File: src/rtc_trim_backup_regs.svh
// Register map, field positions, reset values and prescaler counts
`ifndef RTC_TRIM_BACKUP_REGS_SVH
`define RTC_TRIM_BACKUP_REGS_SVH

// Register offsets
`define STATUS_ADDR 8'h03
`define CONTROL_ADDR 8'h07
`define OSC_TRIM_ADDR 8'h08
`define ALARM_CFG_ADDR 8'h0D
`define PD_STAMP_ADDR 8'h18
`define PU_STAMP_ADDR 8'h1C

// Reset values
`define CONTROL_RESET 8'h80
`define OSC_TRIM_RESET 8'h00
`define STATUS_RESET 8'h00
`define ALARM_CFG_RESET 8'h00

// Field positions
`define STAT_POWER_LOSS_BIT 4
`define STAT_BACKUP_EN_BIT 3
`define ALM_POL_BIT 7
`define ALM_ZERO_FLAG_BIT 3
`define ALM_ONE_FLAG_BIT 2

// Unimplemented time-stamp bits read as zero
`define STAMP_MASK 32'hFF3F7F7F

// Oscillator cycles per 128 Hz segment, minus one
`define SEG_LAST 9'h0FF
// Last segment index inside one second
`define SEG_IDX_LAST 7'h7F
// Last second inside one minute
`define SEC_LAST 6'h3B

`endif

File: src/rtc_trim_backup_pkg.sv
// Types shared by the trim, output and backup logic
package rtc_trim_backup_pkg;

   typedef struct packed {
      logic out_level;
      logic square_wave_enable;
      logic alarm_one_enable;
      logic alarm_zero_enable;
      logic external_clock_select;
      logic coarse_trim_enable;
      logic [1:0] clock_output_select;
   } control_t;

   typedef struct packed {
      logic add_cycles;
      logic [6:0] trim_step_count;
   } trim_t;

   typedef struct packed {
      logic [7:0] month;
      logic [7:0] date;
      logic [7:0] hour;
      logic [7:0] minute;
   } stamp_t;

   typedef enum logic [1:0] {
      PIN_GPO,
      PIN_ALARM,
      PIN_SQW
   } pin_mode_t;

endpackage : rtc_trim_backup_pkg

File: src/rtc_trim_prescaler.sv
// Trimmed 32.768 kHz prescaler: seconds tick and divided clock outputs
`timescale 1ns/100ps
`include "rtc_trim_backup_regs.svh"

module rtc_trim_prescaler (
   // Clock and reset
   input wire logic clk_i,
   input wire logic resetn_i,
   // Oscillator edge and trim setting
   input wire logic osc_tick_i,
   input wire logic coarse_i,
   input wire rtc_trim_backup_pkg::trim_t trim_i,
   // Timebase outputs
   output logic sec_tick_o,
   output logic sqw_1hz_o,
   output logic sqw_4khz_o,
   output logic sqw_8khz_o,
   output logic sqw_64hz_o
);

   logic [8:0] seg_cnt_reg;
   logic [6:0] seg_idx_reg;
   logic [5:0] sec_reg;
   logic hz64_reg;
   logic sec_tick_reg;
   logic adjust_now;
   logic [8:0] adj;
   logic [8:0] seg_end;
   logic seg_wrap;

   // No notion of backup here: trimming never stops
   assign adjust_now = (trim_i.trim_step_count != 7'h00) &&
      (coarse_i || (sec_reg == `SEC_LAST &&
      seg_idx_reg == `SEG_IDX_LAST));
   assign adj = {1'b0, trim_i.trim_step_count, 1'b0};
   // Adding cycles shortens the period, subtracting lengthens it
   assign seg_end = !adjust_now ? `SEG_LAST :
      trim_i.add_cycles ? `SEG_LAST - adj : `SEG_LAST + adj;
   // Compare with >= so a trim change mid-segment cannot overrun
   assign seg_wrap = osc_tick_i && (seg_cnt_reg >= seg_end);

   always_ff @(posedge clk_i or negedge resetn_i) begin
      if (!resetn_i) begin
         seg_cnt_reg <= 9'h000;
      end else if (seg_wrap) begin
         seg_cnt_reg <= 9'h000;
      end else if (osc_tick_i) begin
         seg_cnt_reg <= seg_cnt_reg + 9'h001;
      end
   end

   always_ff @(posedge clk_i or negedge resetn_i) begin
      if (!resetn_i) begin
         seg_idx_reg <= 7'h00;
         sec_reg <= 6'h00;
         hz64_reg <= 1'b0;
      end else if (seg_wrap) begin
         seg_idx_reg <= seg_idx_reg + 7'h01;
         hz64_reg <= !hz64_reg;
         if (seg_idx_reg == `SEG_IDX_LAST) begin
            sec_reg <= (sec_reg == `SEC_LAST) ? 6'h00 : sec_reg + 6'h01;
         end
      end
   end

   always_ff @(posedge clk_i or negedge resetn_i) begin
      if (!resetn_i) begin
         sec_tick_reg <= 1'b0;
      end else begin
         sec_tick_reg <= seg_wrap && (seg_idx_reg == `SEG_IDX_LAST);
      end
   end

   assign sec_tick_o = sec_tick_reg;
   assign sqw_1hz_o = !seg_idx_reg[6];
   assign sqw_8khz_o = seg_cnt_reg[1];
   assign sqw_4khz_o = seg_cnt_reg[2];
   assign sqw_64hz_o = hz64_reg;

   chk_untrimmed_wrap: assert property (
      @(posedge clk_i) disable iff (!resetn_i)
      (osc_tick_i && trim_i.trim_step_count == 7'h00 &&
       seg_cnt_reg == `SEG_LAST) |=> (seg_cnt_reg == 9'h000))
      else $error("segment did not wrap at 256 cycles without trim");

   chk_fine_plain_seg: assert property (
      @(posedge clk_i) disable iff (!resetn_i)
      (osc_tick_i && !coarse_i && seg_cnt_reg == `SEG_LAST &&
       !(sec_reg == `SEC_LAST && seg_idx_reg == `SEG_IDX_LAST))
      |=> (seg_cnt_reg == 9'h000))
      else $error("fine trim touched a segment other than the last");

endmodule : rtc_trim_prescaler

File: src/rtc_trim_backup_output_ctrl.sv
// Digital trim, multi-function pin output and backup time-stamp logic
//
// Design decision made here: the address-and-strobe port.
`timescale 1ns/100ps
`include "rtc_trim_backup_regs.svh"

module rtc_trim_backup_output_ctrl (
   // Clock and reset
   input wire logic clk_i,
   input wire logic resetn_i,
   // Register port
   input wire logic [7:0] addr_i,
   input wire logic [7:0] wdata_i,
   input wire logic wr_i,
   input wire logic rd_i,
   output logic [7:0] rdata_o,
   output logic bus_refused_o,
   // Oscillator and supply
   input wire logic osc_clk_i,
   input wire logic vcc_low_i,
   // Timekeeping side
   input wire rtc_trim_backup_pkg::stamp_t time_now_i,
   input wire logic alarm_zero_flag_i,
   input wire logic alarm_one_flag_i,
   output logic sec_tick_o,
   output logic on_backup_o,
   output logic external_clock_select_o,
   // Multi-function pin, open drain
   output logic multi_function_pin_o,
   output logic multi_function_pin_oe_o
);

   rtc_trim_backup_pkg::control_t ctl_reg;
   rtc_trim_backup_pkg::trim_t trim_reg;
   rtc_trim_backup_pkg::stamp_t pd_reg;
   rtc_trim_backup_pkg::stamp_t pu_reg;
   rtc_trim_backup_pkg::stamp_t time_masked;
   rtc_trim_backup_pkg::pin_mode_t mode;
   logic backup_input_enable_reg;
   logic power_loss_flag_reg;
   logic armed_reg;
   logic on_backup_reg;
   logic on_backup;
   logic down_evt;
   logic up_evt;
   logic osc_prev_reg;
   logic osc_tick;
   logic alarm_output_polarity_reg;
   logic [7:0] rdata_reg;
   logic [7:0] rdata_next;
   logic pin_oe_reg;
   logic pin_level;
   logic wr_ok;
   logic rd_ok;
   logic flag_clear_wr;
   logic gpo_level;
   logic hz64;
   logic hz1;
   logic khz4;
   logic khz8;

   // Byte i of a stamp, minutes first
   function automatic logic [7:0] get_byte(
      input rtc_trim_backup_pkg::stamp_t s,
      input logic [1:0] idx
   );
      logic [31:0] w;
      w = s;
      get_byte = w[{idx, 3'b000} +: 8];
   endfunction : get_byte

   // Replace byte i, keeping unimplemented bits at zero
   function automatic rtc_trim_backup_pkg::stamp_t put_byte(
      input rtc_trim_backup_pkg::stamp_t s,
      input logic [1:0] idx,
      input logic [7:0] b
   );
      logic [31:0] w;
      w = s;
      w[{idx, 3'b000} +: 8] = b;
      put_byte = w & `STAMP_MASK;
   endfunction : put_byte

   function automatic logic in_stamp(
      input logic [7:0] a,
      input logic [7:0] base
   );
      in_stamp = (a[7:2] == base[7:2]);
   endfunction : in_stamp

   // Supply switchover and bus gating
   assign on_backup = vcc_low_i && backup_input_enable_reg;
   assign down_evt = on_backup && !on_backup_reg;
   assign up_evt = !on_backup && on_backup_reg;
   // Access is refused on backup; master gets zero data and a flag
   assign wr_ok = wr_i && !on_backup;
   assign rd_ok = rd_i && !on_backup;
   assign bus_refused_o = (wr_i || rd_i) && on_backup;
   assign flag_clear_wr = wr_ok && addr_i == `STATUS_ADDR &&
      !wdata_i[`STAT_POWER_LOSS_BIT];
   assign time_masked = time_now_i & `STAMP_MASK;

   always_ff @(posedge clk_i or negedge resetn_i) begin
      if (!resetn_i) begin
         on_backup_reg <= 1'b0;
      end else begin
         on_backup_reg <= on_backup;
      end
   end

   assign on_backup_o = on_backup_reg;

   // Oscillator edge detect; input is synchronous to clk_i
   always_ff @(posedge clk_i or negedge resetn_i) begin
      if (!resetn_i) begin
         // High so a pin already high gives no false edge
         osc_prev_reg <= 1'b1;
      end else begin
         osc_prev_reg <= osc_clk_i;
      end
   end

   assign osc_tick = osc_clk_i && !osc_prev_reg;

   // Control register, kept through backup
   always_ff @(posedge clk_i or negedge resetn_i) begin
      if (!resetn_i) begin
         ctl_reg <= `CONTROL_RESET;
      end else if (wr_ok && addr_i == `CONTROL_ADDR) begin
         ctl_reg <= wdata_i;
      end
   end

   assign external_clock_select_o = ctl_reg.external_clock_select;
   assign gpo_level = ctl_reg.out_level;

   always_ff @(posedge clk_i or negedge resetn_i) begin
      if (!resetn_i) begin
         trim_reg <= `OSC_TRIM_RESET;
      end else if (wr_ok && addr_i == `OSC_TRIM_ADDR) begin
         trim_reg <= wdata_i;
      end
   end

   always_ff @(posedge clk_i or negedge resetn_i) begin
      if (!resetn_i) begin
         alarm_output_polarity_reg <= 1'b0;
      end else if (wr_ok && addr_i == `ALARM_CFG_ADDR) begin
         alarm_output_polarity_reg <= wdata_i[`ALM_POL_BIT];
      end
   end

   always_ff @(posedge clk_i or negedge resetn_i) begin
      if (!resetn_i) begin
         backup_input_enable_reg <= 1'b0;
      end else if (wr_ok && addr_i == `STATUS_ADDR) begin
         backup_input_enable_reg <= wdata_i[`STAT_BACKUP_EN_BIT];
      end
   end

   // Power-loss flag: hardware set wins over a software clear
   always_ff @(posedge clk_i or negedge resetn_i) begin
      if (!resetn_i) begin
         power_loss_flag_reg <= 1'b0;
      end else if (down_evt && !power_loss_flag_reg) begin
         power_loss_flag_reg <= 1'b1;
      end else if (flag_clear_wr) begin
         power_loss_flag_reg <= 1'b0;
      end
   end

   // Up stamp is only taken for an outage whose down stamp was taken
   always_ff @(posedge clk_i or negedge resetn_i) begin
      if (!resetn_i) begin
         armed_reg <= 1'b0;
      end else if (down_evt) begin
         armed_reg <= !power_loss_flag_reg;
      end else if (up_evt) begin
         armed_reg <= 1'b0;
      end
   end

   always_ff @(posedge clk_i or negedge resetn_i) begin
      if (!resetn_i) begin
         pd_reg <= '0;
      end else if (down_evt && !power_loss_flag_reg) begin
         pd_reg <= time_masked;
      end else if (flag_clear_wr) begin
         pd_reg <= '0;
      end else if (wr_ok && in_stamp(addr_i, `PD_STAMP_ADDR)) begin
         pd_reg <= put_byte(pd_reg, addr_i[1:0], wdata_i);
      end
   end

   always_ff @(posedge clk_i or negedge resetn_i) begin
      if (!resetn_i) begin
         pu_reg <= '0;
      end else if (up_evt && armed_reg) begin
         pu_reg <= time_masked;
      end else if (flag_clear_wr) begin
         pu_reg <= '0;
      end else if (wr_ok && in_stamp(addr_i, `PU_STAMP_ADDR)) begin
         pu_reg <= put_byte(pu_reg, addr_i[1:0], wdata_i);
      end
   end

   // Read path: data one cycle after the strobe, zero when refused
   always_comb begin
      rdata_next = 8'h00;
      if (rd_ok) begin
         if (addr_i == `CONTROL_ADDR) begin
            rdata_next = ctl_reg;
         end else if (addr_i == `OSC_TRIM_ADDR) begin
            rdata_next = trim_reg;
         end else if (addr_i == `STATUS_ADDR) begin
            rdata_next[`STAT_POWER_LOSS_BIT] = power_loss_flag_reg;
            rdata_next[`STAT_BACKUP_EN_BIT] = backup_input_enable_reg;
         end else if (addr_i == `ALARM_CFG_ADDR) begin
            rdata_next[`ALM_POL_BIT] = alarm_output_polarity_reg;
            rdata_next[`ALM_ZERO_FLAG_BIT] = alarm_zero_flag_i;
            rdata_next[`ALM_ONE_FLAG_BIT] = alarm_one_flag_i;
         end else if (in_stamp(addr_i, `PD_STAMP_ADDR)) begin
            rdata_next = get_byte(pd_reg, addr_i[1:0]);
         end else if (in_stamp(addr_i, `PU_STAMP_ADDR)) begin
            rdata_next = get_byte(pu_reg, addr_i[1:0]);
         end
      end
   end

   always_ff @(posedge clk_i or negedge resetn_i) begin
      if (!resetn_i) begin
         rdata_reg <= 8'h00;
      end else begin
         rdata_reg <= rdata_next;
      end
   end

   assign rdata_o = rdata_reg;

   rtc_trim_prescaler u_prescaler (
      .clk_i(clk_i),
      .resetn_i(resetn_i),
      .osc_tick_i(osc_tick),
      .coarse_i(ctl_reg.coarse_trim_enable),
      .trim_i(trim_reg),
      .sec_tick_o(sec_tick_o),
      .sqw_1hz_o(hz1),
      .sqw_4khz_o(khz4),
      .sqw_8khz_o(khz8),
      .sqw_64hz_o(hz64)
   );

   // Pin mode: square wave beats alarm, alarm beats general purpose
   always_comb begin
      if (ctl_reg.square_wave_enable) begin
         mode = rtc_trim_backup_pkg::PIN_SQW;
      end else if (ctl_reg.alarm_zero_enable ||
                   ctl_reg.alarm_one_enable) begin
         mode = rtc_trim_backup_pkg::PIN_ALARM;
      end else begin
         mode = rtc_trim_backup_pkg::PIN_GPO;
      end
   end

   // Wanted wire level; 1 means released to the pull-up
   always_comb begin
      pin_level = 1'b1;
      case (mode)
         rtc_trim_backup_pkg::PIN_SQW: begin
            if (on_backup) begin
               pin_level = 1'b1;
            end else if (ctl_reg.coarse_trim_enable) begin
               pin_level = hz64;
            end else begin
               case (ctl_reg.clock_output_select)
                  2'h0: pin_level = hz1;
                  2'h1: pin_level = khz4;
                  2'h2: pin_level = khz8;
                  default: pin_level = osc_clk_i;
               endcase
            end
         end
         rtc_trim_backup_pkg::PIN_ALARM: begin
            // Disabled alarm is neutral in the OR and in the AND
            if (alarm_output_polarity_reg) begin
               pin_level = (alarm_zero_flag_i && ctl_reg.alarm_zero_enable)
                  || (alarm_one_flag_i && ctl_reg.alarm_one_enable);
            end else begin
               pin_level = !((alarm_zero_flag_i ||
                  !ctl_reg.alarm_zero_enable) && (alarm_one_flag_i ||
                  !ctl_reg.alarm_one_enable));
            end
         end
         rtc_trim_backup_pkg::PIN_GPO: begin
            pin_level = on_backup ? 1'b1 : gpo_level;
         end
         default: pin_level = 1'b1;
      endcase
   end

   // Open drain: only ever pulls low
   always_ff @(posedge clk_i or negedge resetn_i) begin
      if (!resetn_i) begin
         pin_oe_reg <= 1'b0;
      end else begin
         pin_oe_reg <= !pin_level;
      end
   end

   assign multi_function_pin_oe_o = pin_oe_reg;
   assign multi_function_pin_o = 1'b0;

   chk_gpo_follows_out: assert property (
      @(posedge clk_i) disable iff (!resetn_i)
      (mode == rtc_trim_backup_pkg::PIN_GPO && !on_backup)
      |=> (pin_oe_reg == !$past(gpo_level)))
      else $error("pin does not follow general purpose level");

   chk_backup_release: assert property (
      @(posedge clk_i) disable iff (!resetn_i)
      (on_backup && mode != rtc_trim_backup_pkg::PIN_ALARM)
      |=> !pin_oe_reg)
      else $error("pin driven on backup outside alarm mode");

   chk_coarse_64hz: assert property (
      @(posedge clk_i) disable iff (!resetn_i)
      (ctl_reg.square_wave_enable && ctl_reg.coarse_trim_enable &&
       !on_backup) |=> (pin_oe_reg == !$past(hz64)))
      else $error("coarse trim pin is not the 64 Hz clock");

   chk_bus_refused: assert property (
      @(posedge clk_i) disable iff (!resetn_i)
      (rd_i && on_backup) |=> (rdata_o == 8'h00))
      else $error("read answered while on backup");

   chk_switchover: assert property (
      @(posedge clk_i) disable iff (!resetn_i)
      1'b1 |=> (on_backup_reg ==
         $past(vcc_low_i && backup_input_enable_reg)))
      else $error("supply switchover state wrong");

   chk_stamp_down: assert property (
      @(posedge clk_i) disable iff (!resetn_i)
      (down_evt && !power_loss_flag_reg)
      |=> (power_loss_flag_reg && pd_reg == $past(time_masked)))
      else $error("power-down stamp or flag not recorded");

   chk_flag_holds: assert property (
      @(posedge clk_i) disable iff (!resetn_i)
      (down_evt && power_loss_flag_reg) |=> $stable(pd_reg))
      else $error("down stamp overwritten while flag set");

   chk_clear_stamps: assert property (
      @(posedge clk_i) disable iff (!resetn_i)
      flag_clear_wr |=> (pd_reg == '0 && pu_reg ==
         ($past(up_evt && armed_reg) ? $past(time_masked) : '0)))
      else $error("stamps not cleared with the flag");

   chk_stamp_up: assert property (
      @(posedge clk_i) disable iff (!resetn_i)
      (up_evt && armed_reg) |=> (pu_reg == $past(time_masked)))
      else $error("power-up stamp not recorded");

   cov_outage: cover property (
      @(posedge clk_i) disable iff (!resetn_i)
      down_evt ##[1:1000] up_evt);

   cov_coarse_out: cover property (
      @(posedge clk_i) disable iff (!resetn_i)
      mode == rtc_trim_backup_pkg::PIN_SQW &&
      ctl_reg.coarse_trim_enable && pin_oe_reg);

   cov_dual_alarm: cover property (
      @(posedge clk_i) disable iff (!resetn_i)
      ctl_reg.alarm_zero_enable && ctl_reg.alarm_one_enable &&
      pin_oe_reg);

endmodule : rtc_trim_backup_output_ctrl

File: config.mk
export PLATFORM = sky130hd
export DESIGN_NAME = rtc_trim_backup_output_ctrl
export DESIGN_NICKNAME = d
export VERILOG_FILES = /design/src/rtc_trim_backup_pkg.sv /design/src/rtc_trim_prescaler.sv /design/src/rtc_trim_backup_output_ctrl.sv
export VERILOG_INCLUDE_DIRS = /design/src
export SDC_FILE = /design/constraint.sdc
export NUM_CORES = 1
export LEC_CHECK = 0
export BUFFER_PORTS_ARGS = -buffer_cell sky130_fd_sc_hd__buf_4
export CAP_MARGIN = 20
export CORE_MARGIN = 2
export CORE_UTILIZATION = 62
export CTS_BUF_LIST = sky130_fd_sc_hd__clkbuf_16
export CTS_CLUSTER_DIAMETER = 100
export DETAILED_ROUTE_END_ITERATION = 6
export PLACE_DENSITY = 0.95
export SYNTH_ARGS = -nofsm -noshare
export SYNTH_HDL_FRONTEND = slang
export SYNTH_SLANG_ARGS = --single-unit
export TNS_END_PERCENT = 50
File: constraint.sdc
create_clock -name clk_i -period 4.5 [get_ports clk_i]
set_input_delay 0.9 -clock clk_i [delete_from_list [all_inputs] [get_ports clk_i]]
set_output_delay 0.9 -clock clk_i [all_outputs]
set_load 0.1 [all_outputs]
==> metrics.txt <==
status=finished, final reports clean; CTS Buf Count=9; hold path startpoint=u_prescaler.sec_reg[5]; GRT overflow=0; Sw Share=between 20% and 30%; Port Buffers=64; crit path buf inv count=0; Logic pwr share=around 15%; crit path DAT=3770 ps; clock latency at the later pin of the worst-skew pair=approximately 350 ps; worst-path fanout max=9; cell leakage power=~3.4 nW; Antenna diodes=0; I/O pin cnt=70; root buffer cell=clkbuf_16; Crit Reg-Reg Endpoint=u_prescaler.seg_idx_reg[5]; Crit Path Category=flop to flop; Int Power=between 0.0015 and 0.002 W; Routed WL=~18,000 um; post-route ant nets=0; largest net degree at the start of global routing=65; worst slew pin tran=about 840 ps; GR Util All Layers=around a third; reg2reg path depth=12; CTS resizes=0; # rows=37; async set-reset flop share out of synthesis=between 90% and 100%; Setup Viol. Count Final=0; Post-Syn Nets=684; Cells after Synth=between 600 and 700; switching power of the nets=between 0.0006 and 0.0007 W; crit end category=flop; min cycle time layout=approximately 3500 ps; vias in the first global route=between 5,000 and 6,000; Post-CTS Setup Bufs=0; share of layout cells above drive strength 1=between 20% and 30%; CTS Sinks=111; Final Non-Filler Cells=about 810; Slew Limit Headroom=about 44%; WP data required=~4700 ps; flops & latches, synth=around 110; DIE HEIGHT=~110 um; max-slew violation count=0; DRC=0; min-delay worst type=flop to flop; final worst-path cycle share=between 70% and 80%; Fmax achieved=around 0.28 GHz; Clock Path Buffers=2; RSZ-0062 raised after global routing=false; first-pass GRT wire length=about 30,000 um; Hold Path End=u_prescaler.sec_reg[5]; Critical Path Source Type=flop; H-tree Lvls=3; drt wl/cell=~23 um; R2R Setup Slk=around 960 ps; clock power share=between 30% and 40%; vias post-DR=approximately 5,600; post-layout util=between 70% and 80%; CP max stage cell=a21oi_1; delay-heaviest family, CP=compound AO/OA/AOI/OAI gates; Die Span X=between 100 and 150 um; Avg Inst Size Synth=10.6 um2; Placer Congestion=0.921; Vias/cell=around 7; TNS Setup=0 ps; Clock transition at path regs=70 ps; Clock Skew=8.90 ps; TritonCTS clock tree=done; post-synthesis cell area=~6400 um2; synth unique cells=53; Initial Util=between 60% and 70%; number of antenna violations at the first check in global routing=0; Area Overhead vs Synth=15.1%; Crit path largest cell delay=about 660 ps; Crit Reg-Reg Startpoint=u_prescaler.sec_reg[0]; dominant synthesized flop cell=dfrtp_1; Hold Crit Depth=1; final hold viol count=0; placed cells=about 800; nets@finish=between 700 and 800; register area share after synthesis=between 40 and 50%; number of synthesized flops with an enable pin=0; pwr/cell area=roughly 320 nW/um2; hold buffers post-CTS=0; drt initial violations=620; total core area=a little over 10,000 um2; Synth warnings=0; Hold WS=490 ps; critical path cell sequence=ha_1 -> nand4_1 -> nor2_1 -> a21oi_1 -> a21o_1 -> a211o_1 -> ha_1 -> a21o_1 -> and2_1 -> a21oi_1 -> nor3_1 -> xor2_1; max cap viols=0; part of the power in registers=between 40% and 50%; total die area=between 10,000 and 15,000 um2; dpl hpwl=between 10,000 and 15,000 um; Max VDD drop=~0.00022 V; TritonRoute pass-1 iters=7
-- routing by layer --
metal  share of wire (%)  vias up  global-route usage, %  routed length [um]
li1                    -     2372                      -                   -
met1                  35     2702                   41.5                6430
met2                  48      408                   56.2                8790
met3                  12      112                   9.09                2100
met4                 5.2        0                   18.0                 941
met5                   0        -                      0                   0
-- per-stage QoR --
stage	setup slack [ps]	area (um2)	power [W]
2_1_floorplan	1310	6410	0.00133
3_3_place_gp	1190	7060	0.00145
3_5_place_dp	1040	7060	0.00147
4_1_cts	982	7370	0.00233
5_1_grt	714	7370	0.00241
6_report	958	7370	0.00234
-- power by group through the flow --
stage | logic (W) | registers, W | clock network, W
2_1_floorplan | 0.000199 | 0.00113 | 0
3_3_place_gp | 0.000321 | 0.00113 | 0
3_5_place_dp | 0.000339 | 0.00114 | 0
4_1_cts | 0.000345 | 0.00112 | 0.000871
5_1_grt | 0.000380 | 0.00113 | 0.000906
6_report | 0.000351 | 0.00112 | 0.000865
-- cells in the final DEF (no fill, tap or decap), types with 5 or more instances in the layout --
cell       count
dfrtp_1      109
buf_4         78
mux2_2        64
nand2_1       53
a21oi_1       43
nor2_1        34
inv_1         23
a22o_1        22
o21ai_0       21
ha_1          21
nand3_1       17
a221oi_1      15
and2_1        14
a32o_1        13
mux4_2        12
xnor2_1       11
a211oi_1      11
clkbuf_16      9
nor3_1         8
nand4_1        7
a21o_1         7
nor2b_1        7
xor2_1         6
o31ai_1        6
nand2b_1       5
-- cell usage after synthesis, types with 3 or more instances --
| library cell | n | area, um2 |
|---|---|---|
| nand4_1 | 7 | 43.8 |
| dfrtp_1 | 109 | 2730 |
| mux2i_1 | 4 | 40.0 |
| nand3_1 | 17 | 85.1 |
| o21ai_0 | 21 | 105 |
| nor2b_1 | 8 | 50.1 |
| o31ai_1 | 6 | 45.0 |
| nor2_1 | 34 | 128 |
| inv_1 | 22 | 82.6 |
| o21ai_2 | 3 | 26.3 |
| xor2_1 | 6 | 52.6 |
| or3_1 | 4 | 25.0 |
| nor3_1 | 8 | 40.0 |
| a221oi_1 | 15 | 131 |
| nor4_1 | 3 | 18.8 |
| a21oi_1 | 43 | 215 |
| nand2_1 | 53 | 199 |
| a211oi_1 | 12 | 90.1 |
| ha_1 | 21 | 263 |
| mux2_2 | 64 | 721 |
| clkbuf_1 | 22 | 82.6 |
| a21o_1 | 7 | 52.6 |
| nand2b_1 | 5 | 31.3 |
| xnor2_1 | 11 | 96.3 |
| and2_1 | 14 | 87.6 |
| a22o_1 | 22 | 193 |
| nor3b_1 | 3 | 22.5 |
| mux4_2 | 12 | 270 |
| a32o_1 | 13 | 130 |
| buf_2 | 5 | 25.0 |
-- how the worst max path moves through the flow --
stage | to | depth (start not counted) | slack [ps] | startpoint
after floorplan | bus_refused_o | 2 | 1310 | vcc_low_i
after global placement | pu_reg[29] | 8 | 1190 | addr_i[0]
after global routing | u_prescaler.seg_idx_reg[5] | 12 | 710 | u_prescaler.sec_reg[0]
after detailed placement | u_prescaler.seg_idx_reg[5] | 12 | 1040 | u_prescaler.sec_reg[0]
final | u_prescaler.seg_idx_reg[5] | 12 | 960 | u_prescaler.sec_reg[0]
after CTS | u_prescaler.seg_idx_reg[5] | 12 | 980 | u_prescaler.sec_reg[0]
-- logic make-up after synthesis --
family          Yosys count  synth area share, %
simple gates            168                 13.2
compound gates          159                 17.7
flops                   111                 43.4
mux                      80                 16.1
buf+inv                  50                 3.09
fa+ha+maj                21                 4.10
xor+xnor                 17                 2.32
other cells               1               0.0585
-- layout make-up --
type                            count  area [um2]
Timing Repair Buffer               78         586
Fill cell                         676        2810
Clock buffer                        9         225
Inverter                           22        82.6
Sequential cell                   111        2780
Tap cell                          136         170
Clock inverter                      7        93.8
Multi-Input combinational cell    446        3440
Note: power is estimated with default switching activity, not from simulation.
